### src/exec_pkg.sv
// Contract
// - Merge immediate: work register ORed with immediate; zero updated.
// - Merge to memory: byte ORed with work register; zero updated.
// - Subroutine exit pops the stack into the counter; flags untouched.
// - Exit with load pops counter, loads immediate into work register.
// - Interrupt exit pops counter and sets global enable, control bit 0.
// - A pending interrupt is serviced before the restored address resumes.
// - Memory rotate left: bit i to i+1, bit 7 to 0, stored back.
// - Rotate to work: rotated byte to work; memory and flags kept.
package exec_pkg;

  // ==========================================================================
  // Widths and reset values
  localparam int unsigned DATA_W        = 8;
  localparam int unsigned PC_W          = 16;
  localparam logic [7:0]  WORK_RST      = 8'h00;
  localparam logic        ZERO_RST      = 1'b0;
  localparam logic        GIE_RST       = 1'b0;
  localparam logic [15:0] PC_RST        = 16'h0000;
  localparam int unsigned GIE_BIT       = 0;
  localparam logic [7:0]  IRQ_CTRL_RST  = 8'h00;

  // ==========================================================================
  // Operation codes presented by the decoder
  typedef enum logic [2:0] {
    OP_IDLE                     = 3'b000,
    OP_BITWISE_MERGE_IMM        = 3'b001,
    OP_BITWISE_MERGE_TO_MEM     = 3'b010,
    OP_SUBROUTINE_EXIT          = 3'b011,
    OP_SUBROUTINE_EXIT_LOAD_IMM = 3'b100,
    OP_ISR_EXIT_RESTORE         = 3'b101,
    OP_CIRCULAR_SHIFT_MEM       = 3'b110,
    OP_ROTATE_TO_WORK           = 3'b111
  } exec_op_t;

endpackage

### src/logic_rotate_return_exec.sv
`timescale 1ns/100ps
module logic_rotate_return_exec
  import exec_pkg::*;
(
  input  wire logic            sys_clk_i,
  input  wire logic            rst_b_i,
  input  wire logic            op_valid_i,
  input  wire exec_op_t        op_i,
  input  wire logic [7:0]      imm_i,
  input  wire logic [7:0]      mem_rdata_i,
  input  wire logic [PC_W-1:0] stack_top_i,
  input  wire logic            irq_pending_i,
  input  wire logic            irq_ctrl_wr_i,
  input  wire logic [7:0]      irq_ctrl_wdata_i,
  input  wire logic            work_wr_i,
  input  wire logic [7:0]      work_wdata_i,
  output logic      [7:0]      work_register_o,
  output logic                 zero_flag_o,
  output logic                 mem_wr_o,
  output logic      [7:0]      mem_wdata_o,
  output logic                 stack_pop_o,
  output logic                 pc_load_o,
  output logic      [PC_W-1:0] pc_o,
  output logic                 irq_enter_o,
  output logic      [PC_W-1:0] irq_return_addr_o,
  output logic      [7:0]      irq_control_reg_o,
  output logic                 global_irq_enable_o
);

  // ==========================================================================
  // State
  logic [7:0]      work_r,     work_nxt;
  logic            zero_r,     zero_nxt;
  logic            mem_wr_r,   mem_wr_nxt;
  logic [7:0]      mem_wd_r,   mem_wd_nxt;
  logic            pop_r,      pop_nxt;
  logic            pc_load_r,  pc_load_nxt;
  logic [PC_W-1:0] pc_r,       pc_nxt;
  logic            irq_ent_r,  irq_ent_nxt;
  logic [PC_W-1:0] ret_addr_r, ret_addr_nxt;
  logic [7:0]      ictl_r,     ictl_nxt;

  logic [7:0]      or_mem;
  logic            or_mem_zero;
  logic [7:0]      rot_mem;
  logic [7:0]      or_imm;
  logic            or_imm_zero;

  // ==========================================================================
  // Datapath
  byte_alu #(.W(DATA_W)) u_mem_alu (
    .a_i       (work_r),
    .b_i       (mem_rdata_i),
    .or_o      (or_mem),
    .or_zero_o (or_mem_zero),
    .rotl_o    (rot_mem)
  );

  byte_alu #(.W(DATA_W)) u_imm_alu (
    .a_i       (work_r),
    .b_i       (imm_i),
    .or_o      (or_imm),
    .or_zero_o (or_imm_zero),
    .rotl_o    ()
  );

  // ==========================================================================
  // Next state
  always_comb begin
    work_nxt     = work_r;
    zero_nxt     = zero_r;
    mem_wr_nxt   = 1'b0;
    mem_wd_nxt   = mem_wd_r;
    pop_nxt      = 1'b0;
    pc_load_nxt  = 1'b0;
    pc_nxt       = pc_r;
    irq_ent_nxt  = 1'b0;
    ret_addr_nxt = ret_addr_r;
    ictl_nxt     = ictl_r;
    if (irq_ctrl_wr_i) begin
      ictl_nxt = irq_ctrl_wdata_i;
    end
    if (work_wr_i) begin
      work_nxt = work_wdata_i;
    end
    if (op_valid_i) begin
      unique case (op_i)
        OP_IDLE: begin
        end
        OP_BITWISE_MERGE_IMM: begin
          work_nxt = or_imm;
          zero_nxt = or_imm_zero;
        end
        OP_BITWISE_MERGE_TO_MEM: begin
          mem_wr_nxt = 1'b1;
          mem_wd_nxt = or_mem;
          zero_nxt   = or_mem_zero;
        end
        OP_SUBROUTINE_EXIT: begin
          pop_nxt     = 1'b1;
          pc_load_nxt = 1'b1;
          pc_nxt      = stack_top_i;
        end
        OP_SUBROUTINE_EXIT_LOAD_IMM: begin
          pop_nxt     = 1'b1;
          pc_load_nxt = 1'b1;
          pc_nxt      = stack_top_i;
          work_nxt    = imm_i;
        end
        OP_ISR_EXIT_RESTORE: begin
          pop_nxt           = 1'b1;
          ictl_nxt[GIE_BIT] = 1'b1;
          // A pending request takes over here, so the restored address is
          // handed to the core as the return address instead of being jumped
          // to; the main program resumes when that routine exits.
          if (irq_pending_i) begin
            irq_ent_nxt  = 1'b1;
            ret_addr_nxt = stack_top_i;
          end else begin
            pc_load_nxt = 1'b1;
            pc_nxt      = stack_top_i;
          end
        end
        OP_CIRCULAR_SHIFT_MEM: begin
          mem_wr_nxt = 1'b1;
          mem_wd_nxt = rot_mem;
        end
        OP_ROTATE_TO_WORK: begin
          work_nxt = rot_mem;
        end
      endcase
    end
  end

  // ==========================================================================
  // Registers
  always_ff @(posedge sys_clk_i or negedge rst_b_i) begin
    if (!rst_b_i) begin
      work_r     <= WORK_RST;
      zero_r     <= ZERO_RST;
      mem_wr_r   <= 1'b0;
      mem_wd_r   <= 8'h00;
      pop_r      <= 1'b0;
      pc_load_r  <= 1'b0;
      pc_r       <= PC_RST;
      irq_ent_r  <= 1'b0;
      ret_addr_r <= PC_RST;
      ictl_r     <= IRQ_CTRL_RST;
    end else begin
      work_r     <= work_nxt;
      zero_r     <= zero_nxt;
      mem_wr_r   <= mem_wr_nxt;
      mem_wd_r   <= mem_wd_nxt;
      pop_r      <= pop_nxt;
      pc_load_r  <= pc_load_nxt;
      pc_r       <= pc_nxt;
      irq_ent_r  <= irq_ent_nxt;
      ret_addr_r <= ret_addr_nxt;
      ictl_r     <= ictl_nxt;
    end
  end

  assign work_register_o     = work_r;
  assign zero_flag_o         = zero_r;
  assign mem_wr_o            = mem_wr_r;
  assign mem_wdata_o         = mem_wd_r;
  assign stack_pop_o         = pop_r;
  assign pc_load_o           = pc_load_r;
  assign pc_o                = pc_r;
  assign irq_enter_o         = irq_ent_r;
  assign irq_return_addr_o   = ret_addr_r;
  assign irq_control_reg_o   = ictl_r;
  assign global_irq_enable_o = ictl_r[GIE_BIT];

  // ==========================================================================
  // Checks
  property p_merge_imm;
    @(posedge sys_clk_i) disable iff (!rst_b_i)
      op_valid_i && op_i == OP_BITWISE_MERGE_IMM && !work_wr_i |=>
        work_register_o == ($past(work_register_o) | $past(imm_i));
  endproperty
  a_merge_imm: assert property (p_merge_imm)
    else $error("merge immediate result wrong");

  property p_merge_mem;
    @(posedge sys_clk_i) disable iff (!rst_b_i)
      op_valid_i && op_i == OP_BITWISE_MERGE_TO_MEM && !work_wr_i |=>
        mem_wr_o
        && mem_wdata_o == ($past(work_register_o) | $past(mem_rdata_i))
        && work_register_o == $past(work_register_o);
  endproperty
  a_merge_mem: assert property (p_merge_mem)
    else $error("merge to memory result wrong");

  property p_sub_exit;
    @(posedge sys_clk_i) disable iff (!rst_b_i)
      op_valid_i && op_i == OP_SUBROUTINE_EXIT |=>
        pc_load_o && stack_pop_o && pc_o == $past(stack_top_i)
        && $stable(zero_flag_o);
  endproperty
  a_sub_exit: assert property (p_sub_exit)
    else $error("subroutine exit did not restore counter");

  property p_sub_exit_imm;
    @(posedge sys_clk_i) disable iff (!rst_b_i)
      op_valid_i && op_i == OP_SUBROUTINE_EXIT_LOAD_IMM && !work_wr_i |=>
        pc_load_o && stack_pop_o && pc_o == $past(stack_top_i)
        && work_register_o == $past(imm_i) && $stable(zero_flag_o);
  endproperty
  a_sub_exit_imm: assert property (p_sub_exit_imm)
    else $error("subroutine exit with load wrong");

  property p_isr_exit;
    @(posedge sys_clk_i) disable iff (!rst_b_i)
      op_valid_i && op_i == OP_ISR_EXIT_RESTORE && !irq_ctrl_wr_i |=>
        global_irq_enable_o && stack_pop_o && $stable(zero_flag_o);
  endproperty
  a_isr_exit: assert property (p_isr_exit)
    else $error("interrupt exit did not set global enable");

  property p_isr_pending;
    @(posedge sys_clk_i) disable iff (!rst_b_i)
      op_valid_i && op_i == OP_ISR_EXIT_RESTORE && irq_pending_i |=>
        irq_enter_o && !pc_load_o
        && irq_return_addr_o == $past(stack_top_i);
  endproperty
  a_isr_pending: assert property (p_isr_pending)
    else $error("pending interrupt not entered before resuming");

  property p_rot_mem;
    @(posedge sys_clk_i) disable iff (!rst_b_i)
      op_valid_i && op_i == OP_CIRCULAR_SHIFT_MEM |=>
        mem_wr_o && mem_wdata_o[0] == $past(mem_rdata_i[7])
        && mem_wdata_o[7:1] == $past(mem_rdata_i[6:0]) && $stable(zero_flag_o);
  endproperty
  a_rot_mem: assert property (p_rot_mem)
    else $error("memory rotate result wrong");

  property p_rot_work;
    @(posedge sys_clk_i) disable iff (!rst_b_i)
      op_valid_i && op_i == OP_ROTATE_TO_WORK && !work_wr_i |=>
        !mem_wr_o && work_register_o == {$past(mem_rdata_i[6:0]),
        $past(mem_rdata_i[7])} && $stable(zero_flag_o);
  endproperty
  a_rot_work: assert property (p_rot_work)
    else $error("rotate to work register wrong");

  property p_zero;
    @(posedge sys_clk_i) disable iff (!rst_b_i)
      op_valid_i && (op_i == OP_BITWISE_MERGE_IMM
        || op_i == OP_BITWISE_MERGE_TO_MEM) |=>
        zero_flag_o == (($past(op_i) == OP_BITWISE_MERGE_IMM) ?
          (work_register_o == 8'h00) : (mem_wdata_o == 8'h00));
  endproperty
  a_zero: assert property (p_zero)
    else $error("zero flag does not match result");

endmodule // logic_rotate_return_exec

### src/byte_alu.sv
`timescale 1ns/100ps
module byte_alu #(
  parameter int unsigned W = 8
) (
  input  wire logic [W-1:0] a_i,
  input  wire logic [W-1:0] b_i,
  output logic      [W-1:0] or_o,
  output logic              or_zero_o,
  output logic      [W-1:0] rotl_o
);

  // ==========================================================================
  // Merge and rotate datapath
  assign or_o      = a_i | b_i;
  assign or_zero_o = ~|or_o;
  assign rotl_o    = {b_i[W-2:0], b_i[W-1]};

endmodule // byte_alu

### config.mk
export PLATFORM = sky130hd
export DESIGN_NAME = logic_rotate_return_exec
export DESIGN_NICKNAME = d
export VERILOG_FILES = /design/src/exec_pkg.sv /design/src/logic_rotate_return_exec.sv /design/src/byte_alu.sv
export SDC_FILE = /design/constraint.sdc
export NUM_CORES = 1
export LEC_CHECK = 0
export ABC_AREA = 1
export BUFFER_PORTS_ARGS = -buffer_cell sky130_fd_sc_hd__buf_2
export CORE_ASPECT_RATIO = 1.5
export CORE_UTILIZATION = 48
export CTS_CLUSTER_SIZE = 30
export DETAILED_ROUTE_END_ITERATION = 16
export PLACE_DENSITY = 0.78
export RECOVER_POWER = 25
export SYNTH_ARGS = -nofsm -noshare
export SYNTH_HDL_FRONTEND = slang
export SYNTH_SLANG_ARGS = --single-unit
### constraint.sdc
create_clock -name sys_clk_i -period 1.4 [get_ports sys_clk_i]
set_input_delay 0.28 -clock sys_clk_i [delete_from_list [all_inputs] [get_ports sys_clk_i]]
set_output_delay 0.28 -clock sys_clk_i [all_outputs]
set_load 0.02 [all_outputs]
==> qor.txt <==
Status: completed
DR WL/cell: 12.56 um
Crit path time final: 1.224 ns
Power Internal: 0.003885 W
Post-route ant nets: 0
CP Cell Sequence: buf_2
Switch share: 31.00%
Die height: 97.35 um
Hold Violations, Final: 0
Max clock buf depth: 2
Die Wd: 65.57 um
Setup crit start: work_register_o[0]
Root Buffer Master: clkbuf_8
Max cap viols: 0
Placed insts: 536
LEAKAGE: 2.125 nW
CP delay by family, top: flip-flops
HP Start: stack_top_i[6]
Arrival time worst endpoint: 0.94 ns
Vias in the first global route: 2635
Placed inst area: 3590 um^2
Setup slack after layout: 0.1760 ns
Crit path max fanout: 4
Syn nets: 411
Pin count of the biggest net entering global routing: 62
Pre-CTS setup slack: 0.06706 ns
First-pass GRT wire length: 11.61 mm
Fmax: 817.0 MHz
WP depth: 1
CTS clock-pin slew for the worst setup and hold paths: 0.08 ns
Share of layout cells above drive strength 1: 34.51%
Yosys cell types: 27
Peak VDD IR: 0.9811 mV
Final GP Congestion: 0.8531
Fill cell count: 502
Non-filler cells, final: 553
CP Launch Type: register
TritonCTS Buffers: 9
Nets: 533
CP Data Required Time: 1.12 ns
Clk_lat worst skew: 0.35 ns
Setup-failing EPs final: 0
Layout overhead on the synthesized area: 32.47%
Die area: 6382 um^2
Setup CP Type: register to primary output
Initial Util: 49.91%
Mapped Cells: 354
RSZ-0062 raised after global routing: no
Logic pwr share: 23.1%
Worst Tran Pin Value: 0.7598 ns
Max Slew Vio Count: 0
FF+latch count, synth: 61
Port bufs: 118
Synthesized cell area: 2909 um^2
Routed Wire Length: 6.944 mm
H-tree depth: 3
Commonest non-fill, non-tap cells in the layout: nand2_1 (132), buf_2 (117), dfrtp_1 (61)
Setup bufs post-CTS: 0
Pre-Repair DR Iteration Count: 4
Seq pwr share: 39.4%
Initial drt markers: 179
Post-DP HPWL: 5.238 mm
Psw: 0.001745 W
Worst Skew: 0.008447 ns
Io pins: 119
Clock sink count: 61
Standard-cell rows: 34
CTS tree: yes
Total GRT Usage: 23.86%
Worst stage delay on the critical path: 0.42 ns
Clock power share: 37.5%
Reg2Reg Launch Point: work_register_o[3]
YS warnings: 0
Post-route DRC: 0
Number of vias in the routed layout: 2683
Crit path buffers/inverters: 1
Area of the multi-input gates: 1215 um^2
Antenna Cells: 0
Syn Area/Cell: 8.218 um^2
Final Cycle Share: 87.43%
Worst Hold Class: input port to register
Worst relative slew slack: 49.34%
GRT overflow: 0
Core ar.: 5828 um^2
PwrDens: 1461 nW/um^2
Reg2Reg Depth: 6
Setup tns final: 0 ns
Seq/Total Area, Yosys: 52.47%
Vias per std cell: 4.852
Crit-path slowest cell: dfrtp_1
Critical Path End Type: primary output
Commonest non-fill, non-tap cell in the layout: nand2_1
Initial antenna violation count: 0
Register area: 1526 um^2
Hold path depth: 3
Post-Layout Inst Area: 3854 um^2
[power groups by stage]
| stage | Combinational (W) | Clock [W] | Sequential, W |
|---|---|---|---|
| after global placement | 0.00129 | 0 | 0.00224 |
| after floorplan | 0.000428 | 0 | 0.00259 |
| after detailed placement | 0.00132 | 0 | 0.00224 |
| after global routing | 0.00143 | 0.00221 | 0.00226 |
| final | 0.00130 | 0.00211 | 0.00222 |
| after CTS | 0.00133 | 0.00215 | 0.00222 |
[sequential cells by signal (all words and copies together), names as in the netlist, 8 cells and up]
register           cells
irq_return_addr_o     16
pc_o                  16
irq_control_reg_o      8
mem_wdata_o            8
work_register_o        8
[cells in the mapped netlist]
cell type / count / area [um^2]
nand2_2: 3 / 18.77
nand2_1: 131 / 491.7
or2_2: 3 / 18.77
nand2_4: 2 / 22.52
dfrtp_1: 61 / 1526
nor2_1: 38 / 142.6
nand3b_1: 6 / 45.04
inv_1: 14 / 52.55
nor2_8: 1 / 20.02
o21ai_1: 8 / 40.04
nand3_2: 1 / 10.01
clkbuf_2: 1 / 5.000
o21ai_0: 28 / 140.1
buf_4: 8 / 60.06
nor3_1: 1 / 5.000
o21a_1: 1 / 7.510
nor2_2: 2 / 12.51
a2bb2oi_1: 1 / 8.760
o211ai_1: 1 / 7.510
mux2_2: 7 / 78.83
buf_2: 2 / 10.01
clkbuf_1: 4 / 15.01
nand3_1: 14 / 70.07
mux2i_1: 3 / 30.03
inv_2: 6 / 22.52
nor2_4: 2 / 22.52
a21oi_1: 5 / 25.02
[stage by stage]
step | util, % | hold WS, ns | total power (W)
2_1_floorplan | - | -0.01559 | 0.003017
3_3_place_gp | 61.59 | 0.3087 | 0.003531
3_5_place_dp | 61.59 | 0.3127 | 0.003567
4_1_cts | 66.40 | 0.1329 | 0.005692
5_1_grt | 66.12 | 0.1452 | 0.005894
6_report | 66.12 | 0.1494 | 0.005630
[cells by family (layout without fill, tap and decap cells)]
group                  Yosys count  in the layout  share of synthesized area (%)
flip-flops                      61             61                          52.47
AO/OA/AOI/OAI                   44             44                          7.871
AND/OR/NAND/NOR                204            204                          30.24
multiplexers                    10             10                          3.742
buffers and inverters           35            162                          5.677
[final timing paths]
| kind | endpoint | slack [ns] |
|---|---|---|
| max | work_register_o[0] | 0.18 |
| min | pc_o[6] | 0.15 |
| max reg2reg | zero_flag_o | 0.24 |
| min reg2reg | pc_o[11] | 0.48 |
| max in group asynchronous | irq_control_reg_o[4] | 0.26 |
| min in group asynchronous | irq_return_addr_o[3] | 0.62 |
[cell type report]
class,count,area share (%)
Sequential cell,61,39.61
Multi-Input combinational cell,258,31.53
Timing Repair Buffer,126,17.56
Clock inverter,7,3.799
Clock buffer,9,3.214
Tap cell,72,2.338
Inverter,20,1.948
[what timing repair did]
| action | 4_1_cts | 5_1_grt |
|---|---|---|
| setup endpoints to repair | 0 | 0 |
| hold endpoints to repair | 61 | 0 |
| hold buffers | 1 | 0 |
| resized for setup | 0 | 0 |
[per-layer routing]
metal,up-vias,wire length (um),GRT usage [%]
li1,1365,-,-
met2,94,3633,40.84
met3,22,362,6.925
met5,-,0,0
met1,1202,2741,26.64
met4,0,207,10.70
Power figures use the tool's default switching activity.
